File: config.mk
export PLATFORM = sky130hd
export DESIGN_NAME = eci_cmd_interp
export DESIGN_NICKNAME = d
export VERILOG_FILES = /design/src/logic/eci_pkg.sv /design/src/logic/eci_cmd_interp.sv
export SDC_FILE = /design/constraint.sdc
export NUM_CORES = 1
export LEC_CHECK = 0
export BUFFER_PORTS_ARGS = -buffer_cell sky130_fd_sc_hd__buf_4
export CAP_MARGIN = 0
export CORE_MARGIN = 8
export CORE_UTILIZATION = 25
export DETAILED_ROUTE_END_ITERATION = 10
export GPL_TIMING_DRIVEN = 1
export SLEW_MARGIN = 10
export SYNTH_ARGS = -nofsm -noshare
export SYNTH_HDL_FRONTEND = slang
export SYNTH_SLANG_ARGS = --single-unit
File: constraint.sdc
create_clock -name clk -period 9 [get_ports clk]
set_input_delay 1.8 -clock clk [delete_from_list [all_inputs] [get_ports clk]]
set_output_delay 1.8 -clock clk [all_outputs]
set_load 0.02 [all_outputs]
File: src/logic/eci_pkg.sv
`default_nettype none
package eci_pkg;
  localparam int unsigned NCH     = 2;
  localparam int unsigned REQ_MAX = 5;
  localparam int unsigned IRQ_W   = 4;

  localparam logic [7:0] A_REQ_BYTE = 8'h00;
  localparam logic [7:0] A_REQ_TEXT = 8'h04;
  localparam logic [7:0] A_EXEC     = 8'h08;
  localparam logic [7:0] A_INFO     = 8'h0c;
  localparam logic [7:0] A_DIAG     = 8'h10;
  localparam logic [7:0] A_ENG      = 8'h14;
  localparam logic [7:0] A_IRQ_ST   = 8'h18;
  localparam logic [7:0] A_IRQ_EN   = 8'h1c;
  localparam logic [7:0] A_IRQ_CLR  = 8'h20;
  localparam logic [2:0] A_CH_REGION = 3'h2;
  localparam logic [1:0] R_STAT  = 2'h0;
  localparam logic [1:0] R_RESP0 = 2'h1;
  localparam logic [1:0] R_RESP1 = 2'h2;
  localparam logic [1:0] R_OFS   = 2'h3;

  localparam logic [15:0] CMD_DIAG_CLR  = 16'h1000;
  localparam logic [15:0] CMD_DIAG_TEST = 16'h1001;
  localparam logic [15:0] CMD_ENC_RST   = 16'h8001;
  localparam logic [15:0] CMD_OFS_CALC  = 16'h8006;
  localparam logic [15:0] CMD_SUPP      = 16'h8008;

  localparam logic [7:0] STAT_IDLE = 8'h00;
  localparam logic [7:0] STAT_OK   = 8'h01;
  localparam logic [7:0] STAT_ERR  = 8'h02;
  localparam logic [7:0] CHR_SPACE = 8'h20;

  localparam int unsigned IRQ_DONE = 0;
  localparam int unsigned IRQ_ERR  = 1;
  localparam int unsigned IRQ_NP   = 2;
  localparam int unsigned IRQ_RM   = 3;
  localparam logic [IRQ_W-1:0] IRQ_EN_RST = 4'h0;

  typedef enum logic [2:0] {
    S_IDLE = 3'b001,
    S_EMIT = 3'b010,
    S_ENC  = 3'b100
  } eci_state_t;

  typedef enum logic [1:0] {
    ENC_NONE  = 2'h0,
    ENC_RESET = 2'h1,
    ENC_POS2  = 2'h2
  } eci_mode_t;

  typedef struct packed {
    logic      req;
    eci_mode_t mode;
    logic      clr_words;
    logic      ch;
  } eci_enc_req_t;

  typedef struct packed {
    logic        done;
    logic [31:0] first_position_value;
    logic [31:0] second_position_value;
  } eci_enc_rsp_t;

  typedef struct packed {
    logic        vld;
    logic [31:0] info;
    logic [31:0] diag;
  } eci_np_t;
endpackage
`default_nettype wire

File: src/logic/eci_cmd_interp.sv
// The strobed register port and the register offsets are this design's own decisions.
`timescale 1ns/1ps
`default_nettype none
module eci_cmd_interp
  import eci_pkg::*;
#(
  parameter int unsigned N_DIAG = 8
)(
  input  wire logic             clk,
  input  wire logic             srst,
  input  wire logic [7:0]       addr,
  input  wire logic [31:0]      wdata,
  input  wire logic             wr,
  input  wire logic             rd,
  output logic [31:0]           rdata,
  input  wire logic             preop,
  input  wire eci_np_t          np,
  output logic                  np_fetch,
  output eci_enc_req_t          enc_req,
  input  wire eci_enc_rsp_t     enc_rsp,
  input  wire logic [NCH-1:0]   reference_mark_flag,
  input  wire logic [NCH-1:0]   raw_tx_invalid,
  output logic [NCH-1:0]        transmit_data_invalid_flag,
  output logic                  diag_vld,
  output logic [7:0]            diag_id,
  output logic                  diag_ch,
  output logic                  irq
);

  typedef struct packed {
    eci_state_t                state;
    logic [REQ_MAX-1:0][7:0]   req;
    logic [2:0]                req_len;
    logic [3:0]                txt_acc;
    logic [1:0]                txt_cnt;
    logic                      txt_bad;
    logic                      ch;
    logic [15:0]               code;
    logic [NCH-1:0][7:0]       stat;
    logic [NCH-1:0][47:0]      resp;
    logic [NCH-1:0][31:0]      ofs;
    logic [NCH-1:0][7:0]       logcnt;
    logic [NCH-1:0]            supp;
    logic [7:0]                emit_idx;
    logic                      preop_q;
    logic                      np_done;
    logic [31:0]               info;
    logic [31:0]               diag;
    logic [IRQ_W-1:0]          irq_st;
    logic [IRQ_W-1:0]          irq_en;
    logic                      irq;
    logic [31:0]               rdata;
    eci_enc_req_t              enc;
    logic                      np_fetch;
    logic                      diag_vld;
    logic [7:0]                diag_id;
    logic [NCH-1:0]            tx_inv;
  } eci_st_t;

  eci_st_t          st_q;
  eci_st_t          nxt_st;
  logic             go;
  logic             cmd_ok;
  logic             ch_in;
  logic [15:0]      code_in;
  logic [4:0]       nib;
  logic             push_en;
  logic [7:0]       push_byte;
  logic [IRQ_W-1:0] ev;
  logic [IRQ_W-1:0] clr;
  logic [31:0]      ofs_new;

  // returns {valid, nibble} for an ascii hex digit
  function automatic logic [4:0] hex_nib(input logic [7:0] c);
    if (c >= 8'h30 && c <= 8'h39)
      hex_nib = {1'b1, c[3:0]};
    else if ((c >= 8'h41 && c <= 8'h46) || (c >= 8'h61 && c <= 8'h66))
      hex_nib = {1'b1, c[3:0] + 4'h9};
    else
      hex_nib = 5'h00;
  endfunction

  function automatic logic in_ch(input logic [7:0] a);
    in_ch = (a[7:5] == A_CH_REGION);
  endfunction

  assign ch_in   = wdata[0];
  assign code_in = {st_q.req[1], st_q.req[0]};
  assign go      = wr && addr == A_EXEC && st_q.state == S_IDLE;
  assign cmd_ok  = go && !st_q.txt_bad && st_q.req_len >= 3'h2;
  assign nib     = hex_nib(wdata[7:0]);
  assign ofs_new = enc_rsp.first_position_value - enc_rsp.second_position_value;

  always_comb
  begin
    nxt_st          = st_q;
    ev              = '0;
    clr             = '0;
    push_en         = 1'b0;
    push_byte       = '0;
    nxt_st.rdata    = '0;
    nxt_st.enc.req  = 1'b0;
    nxt_st.np_fetch = 1'b0;
    nxt_st.diag_vld = 1'b0;
    nxt_st.preop_q  = preop;

    if (preop && !st_q.preop_q)
    begin
      nxt_st.np_fetch = 1'b1;
      nxt_st.np_done  = 1'b0;
    end
    if (st_q.preop_q && np.vld && !st_q.np_done)
    begin
      nxt_st.info    = np.info;
      nxt_st.diag    = np.diag;
      nxt_st.np_done = 1'b1;
      ev[IRQ_NP]     = 1'b1;
    end

    for (int c = 0; c < NCH; c++)
    begin
      if (st_q.supp[c] && reference_mark_flag[c])
      begin
        nxt_st.supp[c] = 1'b0;
        ev[IRQ_RM]     = 1'b1;
      end
      nxt_st.tx_inv[c] = raw_tx_invalid[c] && !st_q.supp[c];
    end

    if (wr)
    begin
      case (addr)
        A_REQ_BYTE:
        begin
          push_en   = st_q.state == S_IDLE;
          push_byte = wdata[7:0];
        end
        A_REQ_TEXT:
          if (st_q.state == S_IDLE)
          begin
            if (wdata[7:0] == CHR_SPACE)
            begin
              push_en           = st_q.txt_cnt == 2'h1;
              push_byte         = {4'h0, st_q.txt_acc};
              nxt_st.txt_cnt    = 2'h0;
            end
            else if (!nib[4] || st_q.txt_cnt == 2'h2)
              nxt_st.txt_bad    = 1'b1;
            else if (st_q.txt_cnt == 2'h0)
            begin
              nxt_st.txt_acc    = nib[3:0];
              nxt_st.txt_cnt    = 2'h1;
            end
            else
            begin
              push_en           = 1'b1;
              push_byte         = {st_q.txt_acc, nib[3:0]};
              nxt_st.txt_cnt    = 2'h2;
            end
          end
        A_IRQ_EN:
          nxt_st.irq_en = wdata[IRQ_W-1:0];
        A_IRQ_CLR:
          clr = wdata[IRQ_W-1:0];
        default:
          if (in_ch(addr) && addr[3:2] == R_OFS)
            nxt_st.ofs[addr[4]] = wdata;
      endcase
    end

    // bytes beyond the header length are dropped; no command here needs more
    if (push_en && st_q.req_len < 3'(REQ_MAX))
    begin
      nxt_st.req[st_q.req_len] = push_byte;
      nxt_st.req_len           = st_q.req_len + 3'h1;
    end

    unique case (st_q.state)
      S_IDLE:
        if (go)
        begin
          nxt_st.code    = code_in;
          nxt_st.ch      = ch_in;
          nxt_st.req_len = '0;
          nxt_st.txt_cnt = '0;
          nxt_st.txt_bad = 1'b0;
          nxt_st.resp[ch_in] = {32'h0, code_in};
          if (!cmd_ok)
          begin
            nxt_st.stat[ch_in] = STAT_ERR;
            ev[IRQ_ERR]        = 1'b1;
          end
          else
          begin
            case (code_in)
              CMD_DIAG_CLR:
              begin
                nxt_st.logcnt[ch_in] = '0;
                nxt_st.stat[ch_in]   = STAT_IDLE;
                ev[IRQ_DONE]         = 1'b1;
              end
              CMD_DIAG_TEST:
              begin
                nxt_st.stat[ch_in] = STAT_IDLE;
                nxt_st.emit_idx    = '0;
                nxt_st.state       = S_EMIT;
              end
              CMD_ENC_RST, CMD_OFS_CALC:
              begin
                nxt_st.stat[ch_in]   = STAT_IDLE;
                nxt_st.enc.req       = 1'b1;
                nxt_st.enc.ch        = ch_in;
                nxt_st.enc.mode      = code_in == CMD_ENC_RST ? ENC_RESET : ENC_POS2;
                nxt_st.enc.clr_words = code_in == CMD_ENC_RST;
                nxt_st.state         = S_ENC;
              end
              CMD_SUPP:
              begin
                nxt_st.supp[ch_in] = 1'b1;
                nxt_st.stat[ch_in] = STAT_OK;
                ev[IRQ_DONE]       = 1'b1;
              end
              default:
              begin
                nxt_st.stat[ch_in] = STAT_ERR;
                ev[IRQ_ERR]        = 1'b1;
              end
            endcase
          end
        end
      S_EMIT:
      begin
        nxt_st.diag_vld = 1'b1;
        // the index is captured before the counter moves so diag_id names the message in flight
        nxt_st.diag_id  = st_q.emit_idx;
        nxt_st.emit_idx = st_q.emit_idx + 8'h1;
        if (st_q.logcnt[st_q.ch] != 8'hff)
          nxt_st.logcnt[st_q.ch] = st_q.logcnt[st_q.ch] + 8'h1;
        if (st_q.emit_idx == 8'(N_DIAG - 1))
        begin
          nxt_st.state = S_IDLE;
          ev[IRQ_DONE] = 1'b1;
        end
      end
      S_ENC:
        if (enc_rsp.done)
        begin
          if (st_q.enc.mode == ENC_POS2)
          begin
            nxt_st.ofs[st_q.ch]         = ofs_new;
            nxt_st.resp[st_q.ch][47:16] = ofs_new;
          end
          nxt_st.stat[st_q.ch] = STAT_OK;
          nxt_st.state         = S_IDLE;
          ev[IRQ_DONE]         = 1'b1;
        end
    endcase

    if (rd)
    begin
      case (addr)
        A_INFO:   nxt_st.rdata = st_q.info;
        A_DIAG:   nxt_st.rdata = st_q.diag;
        A_ENG:    nxt_st.rdata = {24'h0, st_q.state, st_q.req_len, st_q.txt_bad, st_q.np_done};
        A_IRQ_ST: nxt_st.rdata = {28'h0, st_q.irq_st};
        A_IRQ_EN: nxt_st.rdata = {28'h0, st_q.irq_en};
        default:
          if (in_ch(addr))
          begin
            case (addr[3:2])
              R_STAT:  nxt_st.rdata = {16'h0, st_q.logcnt[addr[4]], st_q.stat[addr[4]]};
              R_RESP0: nxt_st.rdata = st_q.resp[addr[4]][31:0];
              R_RESP1: nxt_st.rdata = {16'h0, st_q.resp[addr[4]][47:32]};
              default: nxt_st.rdata = st_q.ofs[addr[4]];
            endcase
          end
      endcase
    end

    // a new event outranks a clear landing in the same cycle
    nxt_st.irq_st = (st_q.irq_st & ~clr) | ev;
    nxt_st.irq    = |(nxt_st.irq_st & nxt_st.irq_en);
  end

  always_ff @(posedge clk)
  begin
    if (srst)
    begin
      st_q        <= '0;
      st_q.state  <= S_IDLE;
      st_q.irq_en <= IRQ_EN_RST;
    end
    else
      st_q <= nxt_st;
  end

  assign rdata                      = st_q.rdata;
  assign np_fetch                   = st_q.np_fetch;
  assign enc_req                    = st_q.enc;
  assign transmit_data_invalid_flag = st_q.tx_inv;
  assign diag_vld                   = st_q.diag_vld;
  assign diag_id                    = st_q.diag_id;
  assign diag_ch                    = st_q.ch;
  assign irq                        = st_q.irq;
endmodule // eci_cmd_interp
`default_nettype wire

==> impl_metrics.py <==
metrics = {
    "status": {
        "status": "finished clean",
    },
    "critical_path": {
        "r2r-end": "st_q[171]",
        "critical_path_class": "in2reg",
        "cp-endpoint": "st_q[154]",
        "path_cells": "buf_4 > nor3b_4 > and2_1 > and3_2 > mux2_2 > a21oi_1 > nor2_1",
        "cp_top_family": "simple AND/OR/NAND/NOR gates",
        "cpPeakStageDelay_ns": 1.04,
        "endpoint_kind": "register",
        "reg2reg_slack_ns": 5.91,
        "rr_startpoint": "st_q[395]",
        "worstSetupPathDepth": 7,
        "startpoint": "addr[5]",
        "critPathSlowestCell": "and3_2",
        "cp.arrival_ns": 5.34,
        "r2r_cells": 6,
        "cp_max_fo": 39,
        "cp-start-kind": "input port",
        "worst_ep_required_time_ns": 9.44,
        "critPathBufInv": 1,
    },
    "yosys": {
        "synth-seq-area-share_pct": 40.1,
        "synth.top_cell.area_share_pct": 40.1,
        "postSynthCellCount": 2064,
        "synth-seq-cells": 355,
        "synthFlopType": "dfxtp_1",
        "synthTopCellsByArea": "dfxtp_1 40%, nand2_1 7.9%, mux4_2 6.6%",
        "yosys.area.top_type": "dfxtp_1",
        "syn_nets": 2283,
        "synth_common_cells": "373 x nand2_1, 355 x dfxtp_1, 209 x a21oi_1",
        "syn_area_sq_mm": 0.0177,
        "synth.distinct_cells": 82,
        "syn_area_per_cell_sq_um": 8.58,
        "synth-edff-count": 0,
        "yosys_warnings": 0,
        "synth_most_common_cell": "nand2_1",
        "async_flop_share_pct": 0,
    },
    "worst_hold_path": {
        "hp-class": "reg2reg",
    },
    "timing": {
        "drv_slew": 0,
        "fin_tns_setup_ns": 0,
        "period_needed_ns": 4.90,
        "setup-violations-final": 0,
        "post-route-period-util_pct": 54.5,
        "slew_headroom_pct": 26.7,
        "rsz0062_at_grt": "false",
        "max_freq_mhz": 204,
        "fin_skew_ns": 0.0269,
        "finalHoldViolCount": 0,
        "worst_slew_pin_slew_ns": 1.10,
        "setup_ws_ns": 4.10,
    },
    "grt": {
        "grt_pass1_vias": 15100,
        "grt_max_degree": 93,
        "track_usage_pct": 15.5,
        "gr-total-overflow": 0,
        "antenna_found_initial": 11,
        "grt_pass1_wl_mm": 95.1,
    },
    "detailed_routing": {
        "ant_nets": 0,
        "drt-pass1-iter-count": 6,
        "drt-initial-drc-count": 1395,
        "wl_per_cell_um": 20.5,
        "drc": 0,
        "wl_mm": 64.4,
        "via_per_inst": 5.04,
        "vias": 15800,
    },
    "cells_and_area": {
        "area_delta_synth_final_pct": 19.3,
        "stdcell_area_sq_mm": 0.0211,
        "drive_gt1_share_pct": 19.7,
        "nNetsFinal": 2385,
    },
    "floorplan": {
        "fp-row-count": 97,
        "io_pins": 230,
        "design.core.area_sq_mm": 0.0701,
        "dieArea_sq_mm": 0.0796,
        "die_x_um": 282,
        "start_util_pct": 25.3,
        "die_height_um": 282,
    },
    "placement": {
        "dpl-instance-area_sq_mm": 0.0199,
        "dp_hpwl_mm": 46.9,
        "place_congestion": 0.846,
        "pre_cts_ws_ns": 3.49,
        "port_buffers": 229,
    },
    "clock_tree": {
        "path_clk_slew_ns": 0.06,
        "root_buffer": "clkbuf_16",
        "clock_sinks": 355,
        "cts_inserted_buffers": 39,
        "h-tree-depth": 2,
        "ctsHoldBuffers": 0,
        "clk_path_buf_depth": 3,
        "cts_resized": 0,
        "insertion_delay_ns": 0.57,
        "cts_tree": "built",
        "cts_setup_buffers": 0,
    },
    "flow_run": {
        "drv_cap": 0,
    },
    "power_and_ir_drop": {
        "power_density_mw_per_mm2": 168,
        "power_uw": 3550,
        "leakage_uw": 0.00808,
        "vdd_ir_drop_max_mv": 0.0900,
    },
}
## how the worst min path moves through the flow
| stage | from | end | slack [ns] | depth (start not counted) |
|---|---|---|---|---|
| floorplan | st_q[123] | np_fetch | 0.42 | 1 |
| global placement | st_q[253] | st_q[253] | 0.43 | 2 |
| global route | st_q[66] | st_q[66] | 0.47 | 2 |
| CTS | st_q[226] | st_q[226] | 0.45 | 2 |
| finish | st_q[299] | st_q[299] | 0.45 | 2 |
| detailed placement | st_q[299] | st_q[299] | 0.44 | 2 |
## final cells by class
cell class,count,area [sq um]
Timing Repair Buffer,250,1880
Clock inverter,12,143
Tap cell,940,1180
Fill cell,7540,49000
Sequential cell,355,7110
Clock buffer,52,1070
Multi-Input combinational cell,1466,9540
Inverter,54,203
Antenna cell,6,15.0
## stage by stage
stage                     instances  util (%)  hold WS [ns]
after floorplan                2064         -         0.417
after global placement         3065      28.4         0.429
after detailed placement       3065      28.4         0.439
after CTS                      3129      30.1         0.452
after global routing           3131      30.1         0.467
final                          3135      30.1         0.448
## cells in the final DEF (no fill, tap or decap), types with 7 or more instances in the layout
cell type and instances:
a31oi_1 16, mux2i_1 44, and3_1 28, nor2_1 144
nand4_1 21, ha_1 39, buf_4 249, nand2b_1 7
nand2_1 373, xor2_1 28, clkbuf_1 8, a22o_1 16
dfxtp_1 355, a222oi_1 21, mux2_2 30, nand3_1 52
a21o_1 18, and2_1 9, o21ai_0 74, o22ai_1 21
a211oi_1 31, a22oi_1 37, inv_1 53, nor3_1 20
or2_2 9, a21oi_1 209, xnor2_1 16, nand3b_1 11
nor3b_1 7, nor2b_1 19, clkbuf_16 39, mux4_2 52
## per-layer routing
layer  track usage [%]  routed length (um)
met1              20.0               27300
met2              24.8               29500
met3              4.36                5610
met4              5.09                1890
met5                 0                  81
## worst register-to-register path, cell delays in order, from the launching register on
cell and delay, ns:
dfxtp_1 0.48, nor3b_1 0.52, and3b_1 0.31, and2_1 0.15
buf_4 0.37, nand2_1 0.74, o22ai_1 0.45
## kinds of logic after synthesis
group	after synthesis	synth area share (%)
fa+ha+maj	40	2.87
mux	126	11.0
buf+inv	243	6.29
flops	355	40.1
xor+xnor	44	2.17
compound gates	508	18.2
simple gates	748	19.4
## power breakdown
| group | internal, uW | switching (uW) | total (uW) | leakage (uW) |
|---|---|---|---|---|
| clock | 897 | 677 | 1570 | 0.000596 |
| combinational | 139 | 245 | 384 | 0.00462 |
| sequential | 1580 | 6.42 | 1590 | 0.00286 |
## sequential cells by signal, summed over array words and instances, names as in the netlist
name	count
enc_req	4
transmit_data_invalid_flag	2
diag_vld	1
diag_ch	1
np_fetch	1
diag_id	8
rdata	32
code_in	16
irq	1
st_q	289
(Power assumes the default switching activity.)
